## src/wdsl_pkg.sv

```systemverilog
// shared constants and types for the watchdog with safety levels
package wdsl_pkg;
    // register bus
    localparam int ADDR_W = 4;
    localparam int DATA_W = 8;
    localparam logic [3:0] CTRL_OFFSET = 4'h0;
    localparam logic [3:0] STAT_OFFSET = 4'h1;

    // watchdog_control field positions
    localparam int PERIOD_LSB = 0;
    localparam int PERIOD_W = 3;
    localparam int ON_BIT = 3;
    localparam int UNLOCK_BIT = 4;

    // reset status field position
    localparam int FLAG_BIT = 3;

    // values after reset
    localparam logic [2:0] PERIOD_RESET = 3'h0;
    localparam logic ON_RESET = 1'b0;
    localparam logic [7:0] RDATA_RESET = 8'h00;

    // unlock window length in cpu clock cycles
    localparam logic [2:0] UNLOCK_CYCLES = 3'h4;

    // nominal oscillator and cpu clock rates
    localparam int OSC_FREQ_MHZ = 1;
    localparam int CLK_FREQ_MHZ = 100;
    localparam int CLK_PER_OSC = CLK_FREQ_MHZ / OSC_FREQ_MHZ;

    // base time-out in oscillator cycles, scaled by 2**period
    localparam int BASE_OSC_CYCLES = 16384;
    localparam int COUNT_W = 21;

    typedef enum logic [1:0] {
        WDSL_LEVEL0,
        WDSL_LEVEL1,
        WDSL_LEVEL2
    } wdsl_level_e;

    // register bus request
    typedef struct packed {
        logic [ADDR_W-1:0] addr;
        logic [DATA_W-1:0] wdata;
        logic wr;
        logic rd;
    } wdsl_bus_s;
endpackage

```

## src/wdsl_watchdog.sv

```systemverilog
// watchdog timer with fuse-selected safety levels and timed unlock
`timescale 1ns/1ps

// Overview of operation
// - counter advances on separate on-chip oscillator
// - count restarts on kick, disable, reset
// - expiry while enabled resets the chip
// - time-out is 16384 times two**period
// - period in bits 2..0, used when enabled
// - two fuses select safety level
// - levels 0,1 start disabled, enable freely
// - writing enable one always accepted
// - level 2 always enabled, reads one
// - level 2 can never be disabled
// - bits 7..5 read as zero
// - unlock bit self-clears after four cycles
// - enable cleared only while unlock is set
// - level 0 period changes unrestricted
// - level 2 period unlock, enable ignored
// - one-cycle reset pulse, delay starts after
// - reset flag set, cleared by por/write
module wdsl_watchdog
    import wdsl_pkg::*;
#(
    parameter int BASE_CYCLES = BASE_OSC_CYCLES
) (
    // clock and resets
    input wire logic clock,
    input wire logic rstn,
    input wire logic power_on_rstn,
    // register bus
    input wire wdsl_bus_s bus,
    output logic [DATA_W-1:0] rdata,
    // watchdog-reset instruction strobe from the core
    input wire logic kick,
    // oscillator and fuses, asynchronous pins (high = programmed)
    input wire logic dog_osc,
    input wire logic legacy_compat_fuse,
    input wire logic always_on_fuse,
    // reset outputs
    output logic dog_reset_pulse,
    output logic reset_delay_start,
    output logic dog_reset_flag,
    output logic dog_enabled
);

    logic [2:0] osc_sync_q;
    logic [1:0] compat_sync_q;
    logic [1:0] always_sync_q;
    wdsl_level_e level;
    logic osc_edge;
    logic on_q;
    logic [2:0] period_q;
    logic [2:0] unlock_cnt_q;
    logic unlock_open;
    logic on_eff;
    logic ctrl_wr;
    logic stat_wr;
    logic [COUNT_W-1:0] count_q;
    logic expire;
    logic pulse_q;
    logic trail_q;
    logic flag_q;
    logic [DATA_W-1:0] rdata_q;

    // time-out length for a period code
    function automatic logic [COUNT_W-1:0] limit_of(input logic [2:0] p);
        logic [COUNT_W:0] full;
        full = (COUNT_W+1)'(BASE_CYCLES) << p;
        limit_of = full[COUNT_W-1:0] - COUNT_W'(1);
    endfunction

    // two-flop synchronisers; third oscillator stage only for the edge
    // no reset here, so the fuse level is settled when chip reset ends
    always_ff @(posedge clock) begin
        osc_sync_q <= {osc_sync_q[1:0], dog_osc};
        compat_sync_q <= {compat_sync_q[0], legacy_compat_fuse};
        always_sync_q <= {always_sync_q[0], always_on_fuse};
    end

    // rising oscillator edge seen in cpu domain; osc far below clock rate
    assign osc_edge = osc_sync_q[1] & ~osc_sync_q[2];

    // safety level decode
    always_comb begin
        if (always_sync_q[1]) begin
            level = WDSL_LEVEL2;
        end else if (compat_sync_q[1]) begin
            level = WDSL_LEVEL0;
        end else begin
            level = WDSL_LEVEL1;
        end
    end

    assign ctrl_wr = bus.wr && (bus.addr == CTRL_OFFSET);
    assign stat_wr = bus.wr && (bus.addr == STAT_OFFSET);
    assign unlock_open = (unlock_cnt_q != 3'h0);
    // level 2 forces enable regardless of the stored bit
    assign on_eff = on_q | (level == WDSL_LEVEL2);

    // unlock window: opened by writing unlock and enable together
    always_ff @(posedge clock) begin
        if (!rstn) begin
            unlock_cnt_q <= 3'h0;
        end else if (ctrl_wr && bus.wdata[UNLOCK_BIT]
                     && bus.wdata[ON_BIT]) begin
            unlock_cnt_q <= UNLOCK_CYCLES;
        end else if (unlock_open) begin
            unlock_cnt_q <= unlock_cnt_q - 3'h1;
        end
    end

    // enable bit: set freely, cleared only inside the window
    always_ff @(posedge clock) begin
        if (!rstn) begin
            on_q <= ON_RESET;
        end else if (ctrl_wr) begin
            if (bus.wdata[ON_BIT]) begin
                on_q <= 1'b1;
            end else if (unlock_open && level != WDSL_LEVEL2) begin
                on_q <= 1'b0;
            end
        end
    end

    // period: free at level 0, else only in window with unlock clear
    always_ff @(posedge clock) begin
        if (!rstn) begin
            period_q <= PERIOD_RESET;
        end else if (ctrl_wr) begin
            if (level == WDSL_LEVEL0) begin
                period_q <= bus.wdata[PERIOD_LSB +: PERIOD_W];
            end else if (unlock_open && !bus.wdata[UNLOCK_BIT]) begin
                period_q <= bus.wdata[PERIOD_LSB +: PERIOD_W];
            end
        end
    end

    assign expire = on_eff && osc_edge
                    && (count_q >= limit_of(period_q));

    // time-out counter in oscillator cycles
    always_ff @(posedge clock) begin
        if (!rstn) begin
            count_q <= '0;
        end else if (kick || !on_eff || expire) begin
            count_q <= '0;
        end else if (osc_edge) begin
            count_q <= count_q + COUNT_W'(1);
        end
    end

    // one-cycle reset pulse, then delay start on its trailing edge
    always_ff @(posedge clock) begin
        if (!rstn) begin
            pulse_q <= 1'b0;
            trail_q <= 1'b0;
        end else begin
            pulse_q <= expire;
            trail_q <= pulse_q;
        end
    end

    // reset flag survives chip reset; a new expiry beats a clear write
    always_ff @(posedge clock) begin
        if (!power_on_rstn) begin
            flag_q <= 1'b0;
        end else if (pulse_q) begin
            flag_q <= 1'b1;
        end else if (stat_wr && !bus.wdata[FLAG_BIT]) begin
            flag_q <= 1'b0;
        end
    end

    // read data one cycle after the strobe, zero otherwise
    always_ff @(posedge clock) begin
        if (!rstn) begin
            rdata_q <= RDATA_RESET;
        end else if (bus.rd && bus.addr == CTRL_OFFSET) begin
            rdata_q <= {3'h0, unlock_open, on_eff, period_q};
        end else if (bus.rd && bus.addr == STAT_OFFSET) begin
            rdata_q <= 8'(flag_q) << FLAG_BIT;
        end else begin
            rdata_q <= RDATA_RESET;
        end
    end

    assign rdata = rdata_q;
    assign dog_reset_pulse = pulse_q;
    assign reset_delay_start = trail_q;
    assign dog_reset_flag = flag_q;
    assign dog_enabled = on_eff;

endmodule

```

## config.mk

```make
export PLATFORM = sky130hd
export DESIGN_NAME = wdsl_watchdog
export DESIGN_NICKNAME = d
export VERILOG_FILES = /design/src/wdsl_pkg.sv /design/src/wdsl_watchdog.sv
export SDC_FILE = /design/constraint.sdc
export NUM_CORES = 1
export LEC_CHECK = 0
export BUFFER_PORTS_ARGS = -buffer_cell sky130_fd_sc_hd__buf_4
export CAP_MARGIN = 25
export CELL_PAD_IN_SITES_DETAIL_PLACEMENT = 1
export CELL_PAD_IN_SITES_GLOBAL_PLACEMENT = 2
export CORE_UTILIZATION = 37
export DETAILED_ROUTE_END_ITERATION = 12
export PLACE_DENSITY = 0.82
export SLEW_MARGIN = 10
export SYNTH_ARGS = -nofsm -noshare
export SYNTH_HDL_FRONTEND = slang
export SYNTH_SLANG_ARGS = --single-unit
```

## constraint.sdc

```tcl
create_clock -name clock -period 4.95 [get_ports clock]
set_input_delay 0.99 -clock clock [delete_from_list [all_inputs] [get_ports clock]]
set_output_delay 0.99 -clock clock [all_outputs]
set_load 0.05 [all_outputs]
```

==> summary by stage, run 1 <==
Synth
The multiplexer fraction of the synthesized cell area is 2.45%. The part of the Yosys area used for sequential elements is 42.1%. Of the total synthesized cell area, the portion taken by full adders, half adders and majority gates is 6.12%.

The distinct cell type count after synthesis is 42. The share of the synthesized netlist area taken by xor and xnor gates is 8.14%. In this run the cell area of the synthesized design comes to 0.00204 mm^2. Synthesis produced a netlist whose cell count is 216.

The post-synthesis simple-gate area fraction is 29.4%. The post-synthesis compound-gate area fraction is 7.35%. The synthesis-stage register bit count is 43.

Dividing the synthesized area by the synthesized cell count gives 9.46 um^2. After synthesis, the largest family of logic cells by area is simple AND/OR/NAND/NOR gates. The Yosys step of the flow raised 0 warnings.

Setup path
The launching element of the worst setup path is period_q[2]. STA classifies the critical path endpoint as a flop. The worst setup path is launched from a flop. The worst register-to-register path begins at period_q[2]. Of all nets on the critical path, the largest fanout is 19.

The worst setup path category is flop to flop. The arrival time of the worst setup path is 2.72 ns. The data required time at the worst endpoint is 5.11 ns.

Global route
The number of antenna violations at the first check in global routing came to 0. The first global-routing pass estimated 7.31 mm of wire. Global routing used 15.8% of the available tracks across all layers.

For this run the aggregate overflow at the end of global routing stands at 0. The via count of the first global-routing pass came to 1519. Entering global routing, the biggest net connects 22 pins.

Placed design
The global placement routability congestion is 0.726. The HPWL after detailed placement is 3.19 mm. Including well taps, the total number of placed cells is 304.

Input and output buffers added on the ports amount to 26.

Power
IR analysis of the VDD net gives a maximum drop of 131 uV. In this run the static leakage power is 0.000913 uW. The power per cell area is 310 mW/mm^2.

Routing
The detail-routed via count per cell is 4.99. The average wire per standard cell is 13.8 um. Detailed routing inserted a total of 1556 vias. For this block, the routed nets add up to 4.30 mm of wire.

In this run the remaining antenna-violating nets after routing total 0. The first detailed-routing pass ran for 4 iterations. The DRC violation count after routing is 0. For this block, the initial DRC count from the detailed router was 49.

Run status
The flow ran to the end, and the final reports show no timing, DRC or antenna violations.

Clock tree
Counting every sink on the clock net gives 43. The clock-pin slew on the worst setup and hold paths is 0.08 ns. The post-cts repair resize count is 0. Clock latency on the worst-skew pair, taken at its later pin, is 0.30 ns. The tree is rooted in a clkbuf_8. The CTS buffer count is 5. The number of buffers inserted for hold repair after clock tree synthesis is 0. The setup fix buffers added after clock tree synthesis is 0. TritonCTS built the clock tree. No sink is reached through more buffers than the 2 on the longest clock path. The H-tree generated during clock tree synthesis spans 2 levels.

Timing
The final hold violation count is 0. The worst hold slack is 0.334 ns. The setup total negative slack is 0 ns.

In this run the tightest slew margin relative to its limit is 62.3%. Static timing analysis puts the maximum clock frequency at 0.391 GHz. The time the final worst path needs with I/O delays and setup is 2.56 ns. The setup-violating endpoint count in the final report is 0. The worst clock skew is 0.0124 ns.

Setup repair after global routing left no endpoint under its margin. The number of pins with negative max-slew slack in the final report is 0. The post-route fraction of the period consumed by the critical path is 51.6%. The transition at the pin with the smallest max-transition slack is 0.564 ns.

Floorplan
Pin placement for this block handled 33 I/O pins. The row count is 26. The area of the die is 0.00582 mm^2.

The starting density of the core is 39.3%. From left edge to right edge, the die measures 76.3 um. In this run the standard cell core region covers 0.00520 mm^2. From bottom edge to top edge, the die measures 76.3 um.

Run
The tool flagged a number of max-cap violations equal to 0.

Cells and area
At the end of the flow, the number of nets in the layout was 272. The final standard cell count with taps included and fillers excluded is 312. The layout overhead on the synthesized area is 17.1%. 0 antenna diodes ended up in the layout.

The share of layout cells above drive strength 1 is 19.4%. The final cell utilization of the core is 46.0%.

Hold path
The path class of the tightest hold or removal check is flop to flop. The beginning of the worst hold path is osc_sync_q[0].
-- state kept, by name, summed over array words and instances, names as in the netlist, 2 cells and up --
name           count
compat_sync_q      2
rdata              5
count_q           21
always_sync_q      2
unlock_cnt_q       3
period_q           3
osc_sync_q         3
-- kinds of logic (layout without fill, tap and decap cells) --
| logic type | count (synthesis) | count (layout) |
|---|---|---|
| other cells | 1 | 3 |
| xor+xnor | 19 | 19 |
| flops | 43 | 43 |
| fa+ha+maj | 10 | 10 |
| compound gates | 19 | 19 |
| simple gates | 101 | 101 |
| buf+inv | 18 | 42 |
| mux | 5 | 5 |
-- report_power, final --
group / internal (uW) / switching (uW) / leakage, uW / total (uW)
clock network: 152 / 128 / 0.0000548 / 280
registers: 359 / 8.74 / 0.000350 / 368
logic: 41.2 / 52.0 / 0.000509 / 93.2
total: 553 / 189 / 0.000913 / 742
-- cell type report --
| type | instances | area [um^2] |
|---|---|---|
| fillers | 627 | 2810 |
| multi-input cells | 157 | 1100 |
| flip-flops and latches | 43 | 861 |
| repair buffers | 26 | 195 |
| well taps | 70 | 87.6 |
| clock buffers | 5 | 68.8 |
| clock inverters | 3 | 46.3 |
| inverters | 8 | 30.0 |
-- Yosys cell counts --
master | instances | area (um^2)
dfxtp_1 | 43 | 861
nor3_1 | 22 | 110
nand2_1 | 14 | 52.6
xnor2_1 | 14 | 123
nand3_1 | 12 | 60.1
nor2_1 | 11 | 41.3
ha_1 | 10 | 125
inv_1 | 8 | 30.0
a21oi_1 | 7 | 35.0
nor2b_1 | 7 | 43.8
nand4_1 | 6 | 37.5
and3_1 | 5 | 31.3
buf_4 | 5 | 37.5
clkbuf_1 | 5 | 18.8
mux2i_1 | 5 | 50.1
nor3_2 | 5 | 50.1
xor2_1 | 5 | 43.8
and2_1 | 3 | 18.8
a21boi_0 | 2 | 15.0
and4_1 | 2 | 17.5
o21ai_0 | 2 | 10.0
or2_2 | 2 | 12.5
or3_1 | 2 | 12.5
a2111oi_4 | 1 | 27.5
a21o_1 | 1 | 7.51
a21oi_4 | 1 | 16.3
conb_1 | 1 | 3.75
nand2b_1 | 1 | 6.26
nand3_2 | 1 | 10.0
nand3b_1 | 1 | 7.51
nand4b_1 | 1 | 8.76
nor4_1 | 1 | 6.26
nor4_2 | 1 | 12.5
nor4_4 | 1 | 21.3
nor4b_4 | 1 | 23.8
o211ai_1 | 1 | 7.51
o21a_1 | 1 | 7.51
o22ai_1 | 1 | 6.26
o31a_1 | 1 | 8.76
o41ai_1 | 1 | 8.76
or2_1 | 1 | 6.26
or4b_1 | 1 | 10.0
-- routing by layer --
metal,global-route usage [%],vias up,wire length [um]
met5,0,-,0
met4,5.19,0,36
met3,3.11,5,110
met2,25.6,19,2060
met1,20.9,734,2090
li1,-,798,-
-- final timing paths --
path	to	slack, ns	depth (start not counted)
min	osc_sync_q[1]	0.33	0
max reg2reg	count_q[4]	2.39	7
min reg2reg	osc_sync_q[1]	0.33	0
max	count_q[4]	2.39	7
-- layout by cell type (no fill, tap or decap), drive strengths merged, types with 2 or more instances in the layout --
cell    Yosys  routed
ha         10      10
nor3       27      27
a21oi       8       8
xnor2      14      14
nor4        3       3
o21ai       2       2
inv         8       9
and4        2       2
nor2       11      11
mux2i       5       5
conb        1       3
dfxtp      43      43
or3         2       2
or2         3       3
xor2        5       5
nand4       6       6
clkbuf      5       5
and2        3       3
and3        5       5
a21boi      2       2
nand3      13      13
nand2      14      14
buf         5      26
nor2b       7       7
-- worst max-delay path, cell delays in order, from the launching register on --
cell and delay (ns):
dfxtp_1 0.47, nand3_1 0.14, ha_1 0.38, nand4_1 0.18, nor4_1 0.35, nand3_1 0.25
a21oi_4 0.55, nor3_1 0.11
-- metrics by stage --
| step | worst slack (ns) | power [uW] | area (um^2) |
|---|---|---|---|
| after floorplan | 2.76 | 440 | 2050 |
| after detailed placement | 2.36 | 466 | 2280 |
| after CTS | 2.34 | 757 | 2390 |
| after global placement | 2.40 | 463 | 2280 |
| after global routing | 2.17 | 782 | 2390 |
| final | 2.39 | 742 | 2390 |
Note: power is estimated with default switching activity, not from simulation.
==> run 2: changes to the inputs <==
- CORE_UTILIZATION: 37 -> 31
- PLACE_DENSITY: 0.82 -> 0.74
- clock period: 4.95 -> 2.3 ns (I/O delays scaled with it)
==> summary by stage, run 2 (same netlist as run 1, synthesis figures left out) <==
Timing
The setup-violating endpoint count in the final report was 0 (unchanged). The setup total negative slack is 0 ns (unchanged). The number of pins with negative max-slew slack in the final report came to 0 (unchanged).

The final hold violation count is 0 (unchanged). The maximum operating frequency is 0.486 GHz (+24%). The worst hold slack was 0.260 ns (-0.0742 ns). The transition at the pin with the smallest max-transition slack was 0.518 ns (-0.0463 ns). The time the final worst path needs with I/O delays and setup came to 2.06 ns (-0.496 ns). Setup repair after global routing left no endpoint under its margin. The remaining max-slew budget at the tightest pin is 65.2% (+2.9 points).

The post-route fraction of the period consumed by the critical path was 89.5% (+38 points). The worst clock skew is 0.00472 ns (-0.00769 ns).

Clock tree
The total clock sinks is 43 (unchanged). The clock-pin slew on the worst setup and hold paths is 0.08 ns (about the same). The number of H-tree levels was 2 (unchanged).

The deepest clock path buffer count is 2 (unchanged). The CTS buffer count is 5 (unchanged). The TritonCTS clock tree is yes. CTS placed an instance of clkbuf_8 at the clock tree root. The clock network latency to the later pin of the worst-skew pair was 0.29 ns (about the same).

Setup path
The type of element launching the critical path is a flop. The arrival time of the worst setup path is 2.23 ns (-0.49 ns). The highest fanout seen on the critical path came to 19 (unchanged). The data required time at the worst endpoint is 2.47 ns (-2.64 ns). The reg2reg setup slack was 0.24 ns (-2.15 ns). The worst setup path is captured at a flop. The worst setup path category is flop to flop.

Power
The maximum vdd drop is 397 uV (+200%). The leakage power of the design was 0.000953 uW (+4.4%). The power per cell area is 645 mW/mm^2 (+110%). The total chip power is 1590 uW (+110%).

Routing
The post-detailed-route count of antenna-violating nets came to 0 (unchanged). The average wire per standard cell is 13.2 um (-4.3%). The DRC violation count after routing came to 0 (unchanged). The number of vias after detailed routing came to 1587 (+2.0%). The total wire length is 4.30 mm (about the same). The number of search-and-repair iterations in the first detailed-routing pass is 6 (+2). The detail-routed via count per cell is 4.87 (-2.4%).

The initial DRC count came to 39 (-20%).

Hold path
The worst hold-check path type is input port to flop.

Cells and area
The most common cell after layout, fill and taps aside is dfxtp_1. The number of nets in the final layout is 279 (+2.6%). The flip-flop count of the largest register, all copies and words added is 21 (unchanged). The register ranked first by flip-flop count is count_q.

Compared with the post-synthesis result, the final layout area differs by 20.8%. The share of layout cells above drive strength 1 came to 22.9% (+3.5 points). Leaving out fill and tap cells, the most frequent cells in the layout are 40 x dfxtp_1, 32 x buf_4, 22 x nor3_1, 14 x nand2_1, 14 x xnor2_1. The count of inserted antenna diode cells is 0 (unchanged).

Floorplan
The die boundary width was 83.2 um (+9.0%). The starting density of the core is 32.2% (-7.1 points). The vertical extent of the die is 83.2 um (+9.0%). The area of the die was 0.00692 mm^2 (+19%). The area inside the core boundary came to 0.00635 mm^2 (+22%). The count of pins on the block boundary came to 33 (unchanged). The row count came to 29 (+12%).

Placed design
The count of port buffers added during placement is 26 (unchanged). The HPWL after detailed placement is 3.24 mm (+1.6%). The global placement routability congestion is 0.706 (-2.9%).

Global route
The largest net degree at the start of global routing came to 22 (unchanged). The total routing resource utilization after global routing is 13.7% (-2.0 points). The number of antenna violations at the first check in global routing is 0 (unchanged). The residual overflow from global routing was 0 (unchanged).

The via count of the first global-routing pass was 1612 (+6.1%). The global-route wire length before repair is 7.68 mm (+5.1%).

Run status
The flow ran to the end, and the final reports show no timing, DRC or antenna violations.

Run
The total of max-cap violations is 0 (unchanged).
[run 2: power breakdown]
part	internal, uW	switching, uW	leakage [uW]
clock network	323	270	0.0000581
logic	103	105	0.000544
registers	774	16.3	0.000351
[run 2: critical path, stage by stage (launching register included)]
cell     delay, ns
dfxtp_2       0.40
nand3_1       0.11
ha_1          0.31
nand4_1       0.16
nor4_1        0.31
nand3_1       0.19
a21oi_4       0.21
buf_12        0.17
nor3_1        0.06
[run 2: path summary, 6_finish.rpt]
path | start | endpoint | depth (start not counted)
worst max register to register | period_q[1] | count_q[12] | 8
worst max-delay path | period_q[1] | count_q[12] | 8
worst min-delay path | dog_osc | osc_sync_q[0] | 1
worst min register to register | compat_sync_q[0] | compat_sync_q[1] | 0
[run 2: routing by layer]
| layer | share of wire, % | track usage [%] | up-vias |
|---|---|---|---|
| li1 | - | - | 813 |
| met1 | 49 | 18.1 | 747 |
| met2 | 46 | 21.8 | 21 |
| met3 | 3.6 | 3.18 | 6 |
| met4 | 1.6 | 5.17 | 0 |
| met5 | 0 | 0 | - |
[run 2: stage by stage]
step	util [%]	cells	setup WS (ns)	area, um^2
CTS	38.6	324	0.0990	2450
detailed placement	36.8	316	0.123	2340
global placement	36.8	316	0.151	2340
global route	38.9	326	0.0515	2470
finish	38.9	326	0.241	2470
floorplan	-	218	0.110	2050
[run 2: final cells by class]
type                            count  area [um^2]
Sequential cell                    43          865
Inverter                            8         30.0
Tap cell                           77         96.3
Multi-Input combinational cell    157         1100
Clock buffer                        5         68.8
Fill cell                         749         3880
Clock inverter                      3         43.8
Timing Repair Buffer               33          260
[run 2: what timing repair did]
action | in CTS | in global routing
buffers inserted | 0 | 2
hold buffers | 0 | 0
resized for setup | 0 | 3
endpoints found under the setup margin | 0 | 19
